==> config.mk <==
export PLATFORM = sky130hd
export DESIGN_NAME = acmpc_top
export DESIGN_NICKNAME = d
export VERILOG_FILES = /design/src/core/acmpc_pkg.sv /design/src/core/acmpc_sync.sv /design/src/core/acmpc_top.sv
export VERILOG_INCLUDE_DIRS = /design/src /design/src/core
export SDC_FILE = /design/constraint.sdc
export NUM_CORES = 1
export LEC_CHECK = 0
export BUFFER_PORTS_ARGS = -buffer_cell sky130_fd_sc_hd__buf_4
export CELL_PAD_IN_SITES_DETAIL_PLACEMENT = 1
export CELL_PAD_IN_SITES_GLOBAL_PLACEMENT = 1
export CORE_MARGIN = 5
export CORE_UTILIZATION = 35
export CTS_CLUSTER_DIAMETER = 30
export DETAILED_ROUTE_END_ITERATION = 6
export GPL_TIMING_DRIVEN = 0
export PLACE_DENSITY = 0.78
export RECOVER_POWER = 50
export SYNTH_ARGS = -nofsm -noshare
export SYNTH_HDL_FRONTEND = slang
export SYNTH_HIERARCHICAL = 1
export SYNTH_SLANG_ARGS = --single-unit
==> constraint.sdc <==
create_clock -name clk_i -period 2.2 [get_ports clk_i]
set_clock_uncertainty 0.05 [all_clocks]
set_input_delay 0.44 -clock clk_i [delete_from_list [all_inputs] [get_ports clk_i]]
set_output_delay 0.44 -clock clk_i [all_outputs]
set_load 0.02 [all_outputs]
==> src/core/acmpc_regs.svh <==
`ifndef ACMPC_REGS_SVH
`define ACMPC_REGS_SVH
// Byte addresses of the registers on the bus
`define ACMPC_CTRL_STAT_OFS   8'h00
`define ACMPC_CONV_B_OFS      8'h04
`define ACMPC_PIN_DIS_OFS     8'h08
`define ACMPC_CONV_CHAN_OFS   8'h0C
`define ACMPC_CONV_A_OFS      8'h10
`define ACMPC_IRQ_STAT_OFS    8'h14
`define ACMPC_IRQ_MASK_OFS    8'h18
`define ACMPC_SYS_CTRL_OFS    8'h1C
// Field positions in comparator_control_status
`define ACMPC_DIS_BIT         7
`define ACMPC_BG_BIT          6
`define ACMPC_OUT_BIT         5
`define ACMPC_FLAG_BIT        4
`define ACMPC_IE_BIT          3
`define ACMPC_CAP_BIT         2
`define ACMPC_MODE_HI_BIT     1
`define ACMPC_MODE_LO_BIT     0
// Field positions in other registers
`define ACMPC_MUXEN_BIT       6
`define ACMPC_CONV_EN_BIT     7
`define ACMPC_NEG_DIS_BIT     1
`define ACMPC_POS_DIS_BIT     0
`define ACMPC_GIE_BIT         0
`define ACMPC_VEC_ACK_BIT     1
// Reset values
`define ACMPC_CTRL_RST        8'h00
`define ACMPC_CONV_B_RST      8'h00
`define ACMPC_PIN_DIS_RST     8'h00
`define ACMPC_CHAN_RST        3'h0
`define ACMPC_IRQ_RST         2'h0
// Synchroniser depth
`define ACMPC_SYNC_STAGES     2
`endif

==> src/core/acmpc_pkg.sv <==
`default_nettype none
package acmpc_pkg;
  typedef enum logic [1:0]
  {
    ACMPC_MODE_TOGGLE = 2'h0,
    ACMPC_MODE_RSVD   = 2'h1,
    ACMPC_MODE_FALL   = 2'h2,
    ACMPC_MODE_RISE   = 2'h3
  } acmpc_mode_t;
  typedef enum logic
  {
    ACMPC_BUS_IDLE,
    ACMPC_BUS_ACK
  } acmpc_bus_t;
endpackage
`default_nettype wire

==> src/core/acmpc_sync.sv <==
`timescale 1ns/100ps
`default_nettype none
module acmpc_sync #(
  parameter int STAGES = 2
) (
  input  wire logic clk_i,
  input  wire logic rst_i,
  input  wire logic async_i,
  output logic      sync_o
);
  logic [STAGES-1:0] stage_q;

  // First stage feeds only the next stage
  always_ff @(posedge clk_i)
  begin
    if (rst_i)
      stage_q <= '0;
    else
      stage_q <= {stage_q[STAGES-2:0], async_i};
  end

  assign sync_o = stage_q[STAGES-1];
endmodule
`default_nettype wire

==> src/core/acmpc_top.sv <==
// Contract
// - Mux on, converter off: channel drives negative
// - Otherwise dedicated negative pin drives negative
// - Disable bit powers comparator off
// - Bandgap select replaces positive input
// - Output status is synchronised, 1-2 cycles
// - Selected event sets interrupt flag
// - Flag clears on vector or write-one
// - Request needs flag, enable, global enable
// - Capture route feeds timer capture input
// - Route off: no path to capture
// - Mode: toggle, reserved, falling, rising
// - Input-disable bits gate pin buffers to zero
// - Reserved input-disable bits read zero
// - Raw result high when positive exceeds negative
//
// Design decisions made here: the register offsets and the Wishbone slave port.
`timescale 1ns/100ps
`default_nettype none
`include "acmpc_regs.svh"
module acmpc_top
  import acmpc_pkg::*;
#(
  parameter int CHANNELS = 8
) (
  input  wire logic        clk_i,
  input  wire logic        rst_i,
  input  wire logic        wb_cyc_i,
  input  wire logic        wb_stb_i,
  input  wire logic        wb_we_i,
  input  wire logic [7:0]  wb_adr_i,
  input  wire logic [31:0] wb_dat_i,
  input  wire logic [3:0]  wb_sel_i,
  output logic      [31:0] wb_dat_o,
  output logic             wb_ack_o,
  input  wire logic        comparator_result_i,
  input  wire logic        positive_input_pin_i,
  input  wire logic        negative_input_pin_i,
  output logic             comparator_power_down_o,
  output logic             pos_bandgap_select_o,
  output logic             neg_use_channel_o,
  output logic [2:0]       neg_channel_o,
  output logic             capture_input_o,
  output logic             pos_pin_buffer_enable_o,
  output logic             neg_pin_buffer_enable_o,
  output logic             pos_pin_digital_o,
  output logic             neg_pin_digital_o,
  output logic             comparator_irq_o,
  output logic             irq_o
);
  logic [7:0]  ctrl_q;
  logic [7:0]  conv_b_q;
  logic [1:0]  pin_dis_q;
  logic [2:0]  channel_select_q;
  logic        converter_enable_q;
  logic        global_ie_q;
  logic [1:0]  irq_stat_q;
  logic [1:0]  irq_mask_q;
  logic        flag_q;
  logic        sync_out;
  logic        prev_q;
  logic        event_hit;
  logic        wr;
  logic        wr_ctrl;
  logic        wr_conv_b;
  logic        wr_pin_dis;
  logic        wr_chan;
  logic        wr_conv_a;
  logic        wr_irq_stat;
  logic        wr_irq_mask;
  logic        wr_sys;
  logic        rd;
  logic        vec_ack;
  logic        toggle_ev;
  logic [31:0] rd_data;
  acmpc_bus_t  bus_q;
  acmpc_mode_t mode;

  acmpc_sync #(
    .STAGES (`ACMPC_SYNC_STAGES)
  ) u_sync (
    .clk_i   (clk_i),
    .rst_i   (rst_i),
    .async_i (comparator_result_i),
    .sync_o  (sync_out)
  );

  // Single-cycle write strobe; ack drops the cycle after it is given
  assign wr = wb_cyc_i && wb_stb_i && wb_we_i && wb_sel_i[0] && (bus_q == ACMPC_BUS_IDLE);
  assign rd = wb_cyc_i && wb_stb_i && (bus_q == ACMPC_BUS_IDLE);
  // Per-register write selects
  assign wr_ctrl     = wr && (wb_adr_i == `ACMPC_CTRL_STAT_OFS);
  assign wr_conv_b   = wr && (wb_adr_i == `ACMPC_CONV_B_OFS);
  assign wr_pin_dis  = wr && (wb_adr_i == `ACMPC_PIN_DIS_OFS);
  assign wr_chan     = wr && (wb_adr_i == `ACMPC_CONV_CHAN_OFS);
  assign wr_conv_a   = wr && (wb_adr_i == `ACMPC_CONV_A_OFS);
  assign wr_irq_stat = wr && (wb_adr_i == `ACMPC_IRQ_STAT_OFS);
  assign wr_irq_mask = wr && (wb_adr_i == `ACMPC_IRQ_MASK_OFS);
  assign wr_sys      = wr && (wb_adr_i == `ACMPC_SYS_CTRL_OFS);
  assign vec_ack = wr_sys && wb_dat_i[`ACMPC_VEC_ACK_BIT];
  assign mode = acmpc_mode_t'(ctrl_q[`ACMPC_MODE_HI_BIT:`ACMPC_MODE_LO_BIT]);
  assign toggle_ev = sync_out ^ prev_q;

  always_comb
  begin
    case (mode)
      ACMPC_MODE_TOGGLE: event_hit = toggle_ev;
      ACMPC_MODE_FALL:   event_hit = toggle_ev && !sync_out;
      ACMPC_MODE_RISE:   event_hit = toggle_ev && sync_out;
      default:           event_hit = 1'b0;
    endcase
  end

  always_ff @(posedge clk_i)
  begin
    if (rst_i)
      bus_q <= ACMPC_BUS_IDLE;
    else if (bus_q == ACMPC_BUS_IDLE && wb_cyc_i && wb_stb_i)
      bus_q <= ACMPC_BUS_ACK;
    else
      bus_q <= ACMPC_BUS_IDLE;
  end

  always_ff @(posedge clk_i)
  begin
    if (rst_i)
      wb_ack_o <= 1'b0;
    else
      wb_ack_o <= rd;
  end

  always_ff @(posedge clk_i)
  begin
    if (rst_i)
      prev_q <= 1'b0;
    else
      prev_q <= sync_out;
  end

  always_ff @(posedge clk_i)
  begin
    if (rst_i)
      ctrl_q <= `ACMPC_CTRL_RST;
    else if (wr_ctrl)
    begin
      ctrl_q[`ACMPC_DIS_BIT] <= wb_dat_i[`ACMPC_DIS_BIT];
      ctrl_q[`ACMPC_BG_BIT]  <= wb_dat_i[`ACMPC_BG_BIT];
      ctrl_q[`ACMPC_IE_BIT]  <= wb_dat_i[`ACMPC_IE_BIT];
      ctrl_q[`ACMPC_CAP_BIT] <= wb_dat_i[`ACMPC_CAP_BIT];
      ctrl_q[`ACMPC_MODE_HI_BIT:`ACMPC_MODE_LO_BIT] <=
        wb_dat_i[`ACMPC_MODE_HI_BIT:`ACMPC_MODE_LO_BIT];
    end
  end

  // Set wins over clear in the same cycle
  always_ff @(posedge clk_i)
  begin
    if (rst_i)
      flag_q <= 1'b0;
    else if (event_hit)
      flag_q <= 1'b1;
    else if (vec_ack || (wr_ctrl && wb_dat_i[`ACMPC_FLAG_BIT]))
      flag_q <= 1'b0;
  end

  always_ff @(posedge clk_i)
  begin
    if (rst_i)
      conv_b_q <= `ACMPC_CONV_B_RST;
    else if (wr_conv_b)
      conv_b_q <= wb_dat_i[7:0];
  end

  always_ff @(posedge clk_i)
  begin
    if (rst_i)
      pin_dis_q <= 2'h0;
    else if (wr_pin_dis)
      pin_dis_q <= wb_dat_i[1:0];
  end

  always_ff @(posedge clk_i)
  begin
    if (rst_i)
      channel_select_q <= `ACMPC_CHAN_RST;
    else if (wr_chan)
      channel_select_q <= wb_dat_i[2:0];
  end

  always_ff @(posedge clk_i)
  begin
    if (rst_i)
      converter_enable_q <= 1'b0;
    else if (wr_conv_a)
      converter_enable_q <= wb_dat_i[`ACMPC_CONV_EN_BIT];
  end

  always_ff @(posedge clk_i)
  begin
    if (rst_i)
      global_ie_q <= 1'b0;
    else if (wr_sys)
      global_ie_q <= wb_dat_i[`ACMPC_GIE_BIT];
  end

  // Status bit 0: comparator event, bit 1: any output change; write one clears, set wins
  genvar gi;
  generate
    for (gi = 0; gi < 2; gi++)
    begin : g_stat
      logic set_ev;
      assign set_ev = (gi == 0) ? event_hit : toggle_ev;
      always_ff @(posedge clk_i)
      begin
        if (rst_i)
          irq_stat_q[gi] <= 1'b0;
        else if (set_ev)
          irq_stat_q[gi] <= 1'b1;
        else if (wr_irq_stat && wb_dat_i[gi])
          irq_stat_q[gi] <= 1'b0;
      end
    end
  endgenerate

  always_ff @(posedge clk_i)
  begin
    if (rst_i)
      irq_mask_q <= `ACMPC_IRQ_RST;
    else if (wr_irq_mask)
      irq_mask_q <= wb_dat_i[1:0];
  end

  always_comb
  begin
    rd_data = 32'h0000_0000;
    case (wb_adr_i)
      `ACMPC_CTRL_STAT_OFS:
      begin
        rd_data[7:0] = ctrl_q;
        rd_data[`ACMPC_OUT_BIT]  = sync_out;
        rd_data[`ACMPC_FLAG_BIT] = flag_q;
      end
      `ACMPC_CONV_B_OFS:   rd_data[7:0] = conv_b_q;
      `ACMPC_PIN_DIS_OFS:  rd_data[1:0] = pin_dis_q;
      `ACMPC_CONV_CHAN_OFS: rd_data[2:0] = channel_select_q;
      `ACMPC_CONV_A_OFS:   rd_data[`ACMPC_CONV_EN_BIT] = converter_enable_q;
      `ACMPC_IRQ_STAT_OFS: rd_data[1:0] = irq_stat_q;
      `ACMPC_IRQ_MASK_OFS: rd_data[1:0] = irq_mask_q;
      `ACMPC_SYS_CTRL_OFS: rd_data[`ACMPC_GIE_BIT] = global_ie_q;
      default:             rd_data = 32'h0000_0000;
    endcase
  end

  always_ff @(posedge clk_i)
  begin
    if (rst_i)
      wb_dat_o <= 32'h0000_0000;
    else if (rd)
      wb_dat_o <= rd_data;
  end

  // Power and positive input steering, registered
  always_ff @(posedge clk_i)
  begin
    if (rst_i)
    begin
      comparator_power_down_o <= 1'b0;
      pos_bandgap_select_o    <= 1'b0;
    end
    else
    begin
      comparator_power_down_o <= ctrl_q[`ACMPC_DIS_BIT];
      pos_bandgap_select_o    <= ctrl_q[`ACMPC_BG_BIT];
    end
  end

  // Channel reaches the negative input only with mux on and converter off
  always_ff @(posedge clk_i)
  begin
    if (rst_i)
    begin
      neg_use_channel_o <= 1'b0;
      neg_channel_o     <= 3'h0;
    end
    else
    begin
      neg_use_channel_o <= conv_b_q[`ACMPC_MUXEN_BIT] && !converter_enable_q;
      neg_channel_o     <= (conv_b_q[`ACMPC_MUXEN_BIT] && !converter_enable_q)
                           ? channel_select_q : 3'h0;
    end
  end

  always_ff @(posedge clk_i)
  begin
    if (rst_i)
      capture_input_o <= 1'b0;
    else
      capture_input_o <= ctrl_q[`ACMPC_CAP_BIT] && sync_out;
  end

  always_ff @(posedge clk_i)
  begin
    if (rst_i)
    begin
      pos_pin_buffer_enable_o <= 1'b1;
      neg_pin_buffer_enable_o <= 1'b1;
    end
    else
    begin
      pos_pin_buffer_enable_o <= !pin_dis_q[`ACMPC_POS_DIS_BIT];
      neg_pin_buffer_enable_o <= !pin_dis_q[`ACMPC_NEG_DIS_BIT];
    end
  end

  always_ff @(posedge clk_i)
  begin
    if (rst_i)
    begin
      pos_pin_digital_o <= 1'b0;
      neg_pin_digital_o <= 1'b0;
    end
    else
    begin
      pos_pin_digital_o <= positive_input_pin_i && !pin_dis_q[`ACMPC_POS_DIS_BIT];
      neg_pin_digital_o <= negative_input_pin_i && !pin_dis_q[`ACMPC_NEG_DIS_BIT];
    end
  end

  always_ff @(posedge clk_i)
  begin
    if (rst_i)
    begin
      comparator_irq_o <= 1'b0;
      irq_o            <= 1'b0;
    end
    else
    begin
      comparator_irq_o <= flag_q && ctrl_q[`ACMPC_IE_BIT] && global_ie_q;
      irq_o            <= |(irq_stat_q & irq_mask_q);
    end
  end
endmodule
`default_nettype wire

Yosys cells after proc, flatten, opt, wreduce, memory -nomap -nowiden
Index checks and enable logic that the tools add are counted.
- flip-flop bits (word level): 52
- output and inout bits: 46
- word-level logic and storage cells: 91
- equality and inequality tests: 9
- muxes and demuxes: 13
- bitwise logic cells: 4
- reductions and logical operators: 39
- operators by type and width (operator ; number):
    $eq 8x5->1 const B ; 4
    $logic_and 1x1->1 ; 27
    $eq 8x4->1 const B ; 2
    $pmux 1 s3 ; 3
    $eq 8x3->1 const B ; 1
    $logic_not 8->1 ; 1
    $pmux 4 s2 ; 1
    $mux 1 ; 7
    $pmux 1 s7 ; 1
    $pmux 1 s6 ; 1
    $reduce_bool 2->1 ; 3
    $eq 2x2->1 const B ; 2
    $logic_not 1->1 ; 4
    $reduce_or 2->1 ; 2
    $and 2x2->2 ; 1
    $logic_not 2->1 ; 1
    $not 1->1 ; 2
    $logic_or 1x1->1 ; 1
    $xor 1x1->1 ; 1

Depth between registers and ports, before layout
Gate-level depths: netlist of run 1.
- depth after elaboration: 9
- depth in mapped cells: 5
- mapped depth without buffers: 4

Cells and area by module
Netlist of run 1, hierarchy kept.
- by module, submodules not included (module ; instances ; cells each ; area an instance (um2) ; seq. area each (um2)):
    acmpc_top ; 1 ; 233 ; 2317.2 ; 1001.0
    acmpc_sync ; 1 ; 4 ; 52.6 ; 40.0

Worst setup path after synthesis of run 1
Ideal clock, no wire load.
- path type: input to register
- start: in wb_adr_i[5]
- end: reg irq_mask_q[1]
- library setup time: 132 ps
- arrival: 1550 ps
- setup slack: 468 ps
- stages on the path: 4
- path buffers: 0
- cells stage by stage: or3_1 > or4b_1 > nand2_1 > a21oi_1
- word-level cells in the longest chain between the ends: 2
- RTL lines (item ; RTL line ; source):
    start: declaration ; acmpc_top.sv:31 ; input wire logic [7:0] wb_adr_i,
    $eq 8x5->1 ; - ;
    $logic_and 1x1->1 ; acmpc_top.sv:98 ; assign wr_irq_mask = wr && (wb_adr_i == `ACMPC_IRQ_MASK_OFS);
    end signal: assignment ; acmpc_top.sv:228 ; irq_mask_q <= `ACMPC_IRQ_RST;
    end signal: assignment ; acmpc_top.sv:230 ; irq_mask_q <= wb_dat_i[1:0];
    end: declaration ; acmpc_top.sv:58 ; logic [1:0] irq_mask_q;
No other way between the ends.
A chain may end at the register's enable or synchronous reset.

Worst setup path after layout of run 1
- start: in wb_adr_i[3]
- end: reg conv_b_q[0]
- word-level cells in the longest chain between the ends: 2
- RTL lines (item ; RTL line ; source):
    $eq 8x3->1 ; - ;
    $logic_and 1x1->1 ; acmpc_top.sv:93 ; assign wr_conv_b = wr && (wb_adr_i == `ACMPC_CONV_B_OFS);
    end signal: assignment ; acmpc_top.sv:169 ; conv_b_q <= `ACMPC_CONV_B_RST;
    end signal: assignment ; acmpc_top.sv:171 ; conv_b_q <= wb_dat_i[7:0];
    end: declaration ; acmpc_top.sv:52 ; logic [7:0] conv_b_q;
No other way between the ends.

==> results.sh, run 1 <==
export IMPL_status="complete, no violations"
export IMPL_grt_pass1_wl_mm=10.2
export IMPL_setup_viol=0
export IMPL_ctsHoldBuffers=0
export IMPL_fmax_ghz=0.520
export IMPL_tightest_slew_ps=776
export IMPL_yosysWarnings=6
export IMPL_cts_htree_levels=2
export IMPL_drtAntennaViolNets=0
export IMPL_worstPathRequired_ps=2330
export IMPL_antenna_diode_count=0
export IMPL_io_pin_count=98
export IMPL_r2r_cells=4
export IMPL_synthDistinctLibCells=44
export IMPL_rsz0062_at_grt="false"
export IMPL_p_leak_nw=1.29
export IMPL_cts_setup_buffers=0
export IMPL_r2r_end="wb_dat_o[1]$_SDFFE_PP0P_"
export IMPL_ys_async_sr_fraction_pct=0
export IMPL_slew_headroom_pct=48.1
export IMPL_cts_buffer_depth=2
export IMPL_die_h_um=92.3
export IMPL_hpwl_mm=4.76
export IMPL_r2r_slack_ps=470
export IMPL_clockRootBuffer="clkbuf_8"
export IMPL_die_w_um=92.3
export IMPL_synth_area_per_cell_um2=10.0
export IMPL_cts_made_buffers=5
export IMPL_core_rowCount=30
export IMPL_nNetsFinal=364
export IMPL_cp_arrival_ps=2050
export IMPL_gp_congestion=0.826
export IMPL_max_stage_delay_ps=670
export IMPL_cp_max_fo=10
export IMPL_synth_edf_count=0
export IMPL_start_util_pct=35.5
export IMPL_post_drt_wl_per_cell_um=16.3
export IMPL_fillCellCount=814
export IMPL_hold_violations=0
export IMPL_syn_instance_count=237
export IMPL_maxCapViolations=0
export IMPL_hold_start="comparator_result_i"
export IMPL_finalPower_mw=1.71
export IMPL_hold_class="input port to register"
export IMPL_path_clk_slew_ps=90
export IMPL_r2r_start="bus_q$_SDFF_PP0_"
export IMPL_wirelength_mm=6.39
export IMPL_coreArea_mm2=0.00668
export IMPL_overflow=0
export IMPL_crit_start="wb_adr_i[3]"
export IMPL_drtIter0Drc=113
export IMPL_numPortBuffers=45
export IMPL_grt_pass1_vias=1979
export IMPL_drtPass1Iterations=4
export IMPL_synthFlopType="dfxtp_1"
export IMPL_grt_max_degree=16
export IMPL_timing_final_crit_share_pct=87.4
export IMPL_area_growth_pct=21.9
export IMPL_cts_resized=0
export IMPL_power_per_cell_area_mw_per_mm2=592
export IMPL_period_needed_ps=1920
export IMPL_clk_latency_ps=310
export IMPL_hold_ws_ps=306
export IMPL_cts_tree="yes"
export IMPL_hold_depth=2
export IMPL_drv_slew=0
export IMPL_grt_total_usage_pct=15.2
export IMPL_vias_per_cell=4.93
export IMPL_peakVddDrop_uv=259
export IMPL_synth_seq_area_share_pct=43.9
export IMPL_drive_gt1_share_pct=24.0
export IMPL_drc=0
export IMPL_path_cells="buf_4 > buf_4 > nor4b_4 > nand4_4 > mux2i_1 > nor2_1"
export IMPL_cts_sinks=52
export IMPL_hold_end="u_sync/stage_q[0]$_SDFF_PP0_"
export IMPL_worstSetupPathType="input port to register"
export IMPL_cpMostUsedCell="buf_4"
export IMPL_cp_slowest_cell="nor4b_4"
export IMPL_synth_area_mm2=0.00237
export IMPL_synth_seq_cells=52
export IMPL_end_kind="register"
export IMPL_antenna_found_initial=0
export IMPL_startpoint_type="input port"
export IMPL_via_count=1939
export IMPL_die_area_mm2=0.00852
## layout by cell type, fill, tap and decap left out, drive strengths merged, types with 2 or more instances in the layout
cell type,instances
a21o,3
a21oi,4
a221oi,2
a22o,4
a22oi,8
a31oi,2
and2,4
and3,2
and3b,2
buf,49
clkbuf,38
conb,24
dfxtp,52
inv,3
mux2,3
mux2i,22
nand2,10
nand2b,5
nand3,7
nand4,5
nor2,30
nor2b,6
nor3,4
nor3b,3
nor4b,3
o21ai,2
o22ai,2
o31ai,2
## critical path, delay by kind of cell
kind	cells	cell delay [ps]
simple gates	3	1060
buf+inv	2	290
mux	1	260
## layer usage
layer / wire [µm] / GRT usage [%]
met2: 3270 / 27.6
met3: 400 / 3.53
met5: 0 / 0
met1: 2640 / 18.1
met4: 72 / 3.34
## flip-flops by register name (all words and copies together) (netlist names), 2 cells and up
signal,count
u_sync/stage_q,2
channel_select_q,3
irq_mask_q,2
pin_dis_q,2
neg_channel_o,3
conv_b_q,8
wb_dat_o,8
irq_stat_q,2
ctrl_q,6
## synth_stat cells, drive strengths merged, types with 2 or more instances
| cell type | count | area share, % |
|---|---|---|
| and2 | 4 | 1.1 |
| a31oi | 2 | 0.53 |
| nand3 | 7 | 1.5 |
| and3b | 2 | 0.74 |
| o22ai | 2 | 0.53 |
| a22oi | 8 | 2.7 |
| o31ai | 2 | 0.63 |
| mux2i | 22 | 9.3 |
| a21oi | 4 | 0.84 |
| nor3b | 3 | 0.95 |
| dfxtp | 52 | 44 |
| nor2 | 30 | 4.8 |
| a22o | 4 | 1.7 |
| buf | 29 | 9.3 |
| nand2 | 10 | 1.6 |
| nor3 | 4 | 1.3 |
| o21ai | 2 | 0.42 |
| nand2b | 5 | 1.3 |
| and3 | 2 | 0.53 |
| a21o | 3 | 0.95 |
| a221oi | 2 | 0.74 |
| nor2b | 6 | 1.6 |
| nor4b | 3 | 2.6 |
| clkbuf | 6 | 0.95 |
| inv | 3 | 0.48 |
| nand4 | 5 | 2.6 |
| mux2 | 3 | 1.4 |
## logic make-up after synthesis
logic type	synth area share, %
AOI/OAI and AO/OA	11.1
and+or+nand+nor	23.3
DFF	43.9
muxes	10.7
other	0.158
buffers and inverters	10.8
## how the worst max path moves through the flow
stage / end / slack [ps] / depth (start not counted)
floorplan: irq_mask_q[1]$_SDFFE_PP0P_ / 470 / 4
global placement: conv_b_q[7]$_SDFFE_PP0P_ / -30 / 6
detailed placement: conv_b_q[2]$_SDFFE_PP0P_ / -80 / 6
CTS: conv_b_q[2]$_SDFFE_PP0P_ / 240 / 6
global route: conv_b_q[0]$_SDFFE_PP0P_ / 130 / 6
finish: conv_b_q[0]$_SDFFE_PP0P_ / 280 / 6
## final cells by class
cell class | count | area (µm²) | area share [%]
Buffer | 35 | 236 | 8.19
Sequential cell | 52 | 1040 | 36.0
Inverter | 3 | 11.3 | 0.390
Timing Repair Buffer | 45 | 255 | 8.84
Tap cell | 80 | 100 | 3.46
Multi-Input combinational cell | 170 | 1160 | 40.1
Clock buffer | 7 | 76.3 | 2.64
Clock inverter | 1 | 8.76 | 0.303
## power by group
part	internal, mW	total [mW]	switching (mW)
combinational	0.0852	0.211	0.126
clock	0.228	0.543	0.315
sequential	0.950	0.956	0.00561
## metrics by stage
stage | worst slack (ps) | utilization, % | area [µm²] | setup TNS [ps] | std cells
2_1_floorplan | 468 | - | 2460 | 0 | 260
3_3_place_gp | -32.4 | 43.3 | 2890 | -223 | 385
3_5_place_dp | -77.7 | 43.3 | 2890 | -516 | 385
4_1_cts | 243 | 44.6 | 2980 | 0 | 393
5_1_grt | 132 | 43.2 | 2890 | 0 | 393
6_report | 278 | 43.2 | 2890 | 0 | 393
(Power assumes the default switching activity.)
==> run 2, diff against run 1 <==
==> constraint.sdc (replaced) <==
create_clock -name clk_i -period 2.2 [get_ports clk_i]
set_clock_uncertainty 0.05 [all_clocks]
set_input_delay 0.11 -clock clk_i [delete_from_list [all_inputs] [get_ports clk_i]]
set_output_delay 0.11 -clock clk_i [all_outputs]
set_load 0.02 [all_outputs]
==> results.sh, run 2 (synthesized netlist as in run 1, its figures left out) <==
export IMPL_cts_resized=0
export IMPL_die_h_um=92.3
export IMPL_cts_sinks=52
export IMPL_cts_buffer_depth=2
export IMPL_hold_violations=2
export IMPL_rsz0062_at_grt="false"
export IMPL_cts_setup_buffers=0
export IMPL_power_per_cell_area_mw_per_mm2=586
export IMPL_post_drt_wl_per_cell_um=16.2
export IMPL_tightest_slew_ps=819
export IMPL_startpoint_type="input port"
export IMPL_status="finished with violations"
export IMPL_p_leak_nw=1.31
export IMPL_die_w_um=92.3
export IMPL_clockRootBuffer="clkbuf_8"
export IMPL_cts_tree="yes"
export IMPL_path_cells="dlygate4sd3_1 > clkbuf_1 > clkbuf_1 > clkbuf_1 > nor2_1"
export IMPL_area_growth_pct=23.4
export IMPL_setup_viol=0
export IMPL_nNetsFinal=368
export IMPL_end_kind="register"
export IMPL_drtAntennaViolNets=0
export IMPL_cp_max_fo=10
export IMPL_fin_area_mm2=0.00293
export IMPL_path_clk_slew_ps=90
export IMPL_drtPass1Iterations=4
export IMPL_wirelength_mm=6.42
export IMPL_grt_total_usage_pct=15.3
export IMPL_cp_arrival_ps=1900
export IMPL_grt_pass1_wl_mm=10.3
export IMPL_hpwl_mm=4.76
export IMPL_worstPathRequired_ps=2320
export IMPL_start_util_pct=35.5
export IMPL_period_needed_ps=1780
export IMPL_overflow=0
export IMPL_drv_slew=0
export IMPL_clk_latency_ps=310
export IMPL_hold_class="input port to register"
export IMPL_grt_max_degree=16
export IMPL_io_pin_count=98
export IMPL_timing_final_crit_share_pct=81.1
export IMPL_worstSetupPathType="input port to register"
export IMPL_cp_slowest_cell="clkbuf_1"
export IMPL_tns_ps=0
export IMPL_violations="negative hold slack"
export IMPL_cts_made_buffers=5
export IMPL_final_cell_mix="52 x dfxtp_1, 48 x buf_4, 33 x clkbuf_1, 30 x nor2_1, 24 x conb_1"
export IMPL_drtIter0Drc=118
export IMPL_antenna_found_initial=0
export IMPL_peakVddDrop_uv=258
export IMPL_largestRegisters="conv_b_q x8, wb_dat_o x8, ctrl_q x6"
export IMPL_cp_num_buf_inv=4
export IMPL_drive_gt1_share_pct=23.3
export IMPL_path_delay_family="buffers and inverters"
export IMPL_max_stage_delay_ps=540
export IMPL_drc=0
export IMPL_post_dp_cell_area_mm2=0.00289
export IMPL_slew_headroom_pct=45.2
export IMPL_cts_htree_levels=2
export IMPL_gp_congestion=0.826
export IMPL_ctsHoldBuffers=4
export IMPL_fmax_ghz=0.561
export IMPL_vias_per_cell=4.85
export IMPL_coreArea_mm2=0.00668
export IMPL_hold_ws_ps=-3.57
export IMPL_maxCapViolations=0
export IMPL_grt_pass1_vias=1997
export IMPL_numPortBuffers=45
export IMPL_mostFrequentLayoutCell="dfxtp_1"
export IMPL_antenna_diode_count=0
export IMPL_die_area_mm2=0.00852
export IMPL_core_rowCount=30
export IMPL_via_count=1926
export IMPL_cpMostUsedCell="clkbuf_1"
run 2: per-stage QoR:
stage                     power [mW]  util (%)  hold slack, ps  cells  worst slack [ps]
after CTS                       1.74      45.2           0.105    397               489
final                           1.71      43.8           -3.57    397               416
after detailed placement        1.19      43.3             263    385               252
after floorplan                 1.12         -             132    260               765
after global placement          1.19      43.3             257    385               298
after global routing            1.78      43.8            7.36    397               258
run 2: final timing paths:
kind                                        end  cells after the start  slack (ps)                       from
min                    conv_b_q[5]$_SDFFE_PP0P_                      3          -4                wb_dat_i[5]
max                            irq_o$_SDFF_PP0_                      5         420                      rst_i
min reg2reg  pos_pin_buffer_enable_o$_SDFF_PP1_                      1         410  pin_dis_q[0]$_SDFFE_PP0P_
max reg2reg            wb_dat_o[1]$_SDFFE_PP0P_                      4         500           bus_q$_SDFF_PP0_
run 2: layout make-up:
class	instances	area [µm²]
multi-input cells	170	1160
flip-flops and latches	52	1040
well taps	80	100
inverters	3	11.3
plain buffers	35	236
clock buffers	7	76.3
clock inverters	1	8.76
repair buffers	49	292
fillers	816	3760
run 2: worst reg2reg max path: stages, from the launching register on:
cell	delay [ps]
dfxtp_1	320
nand3b_1	300
clkbuf_1	480
a22oi_1	180
a221oi_1	280
run 2: power by group:
| group | internal [mW] | switching, mW |
|---|---|---|
| registers | 0.950 | 0.00565 |
| clock network | 0.228 | 0.312 |
| logic | 0.0899 | 0.128 |
run 2: per-layer routing:
layer	vias to the layer above	part of all wire [%]	routed length, µm	global-route usage (%)
met3	5	5.1	327	3.61
met4	0	0.86	55	3.34
met2	50	51	3270	27.9
met1	927	43	2770	18.1
met5	-	0	0	0
li1	944	-	-	-
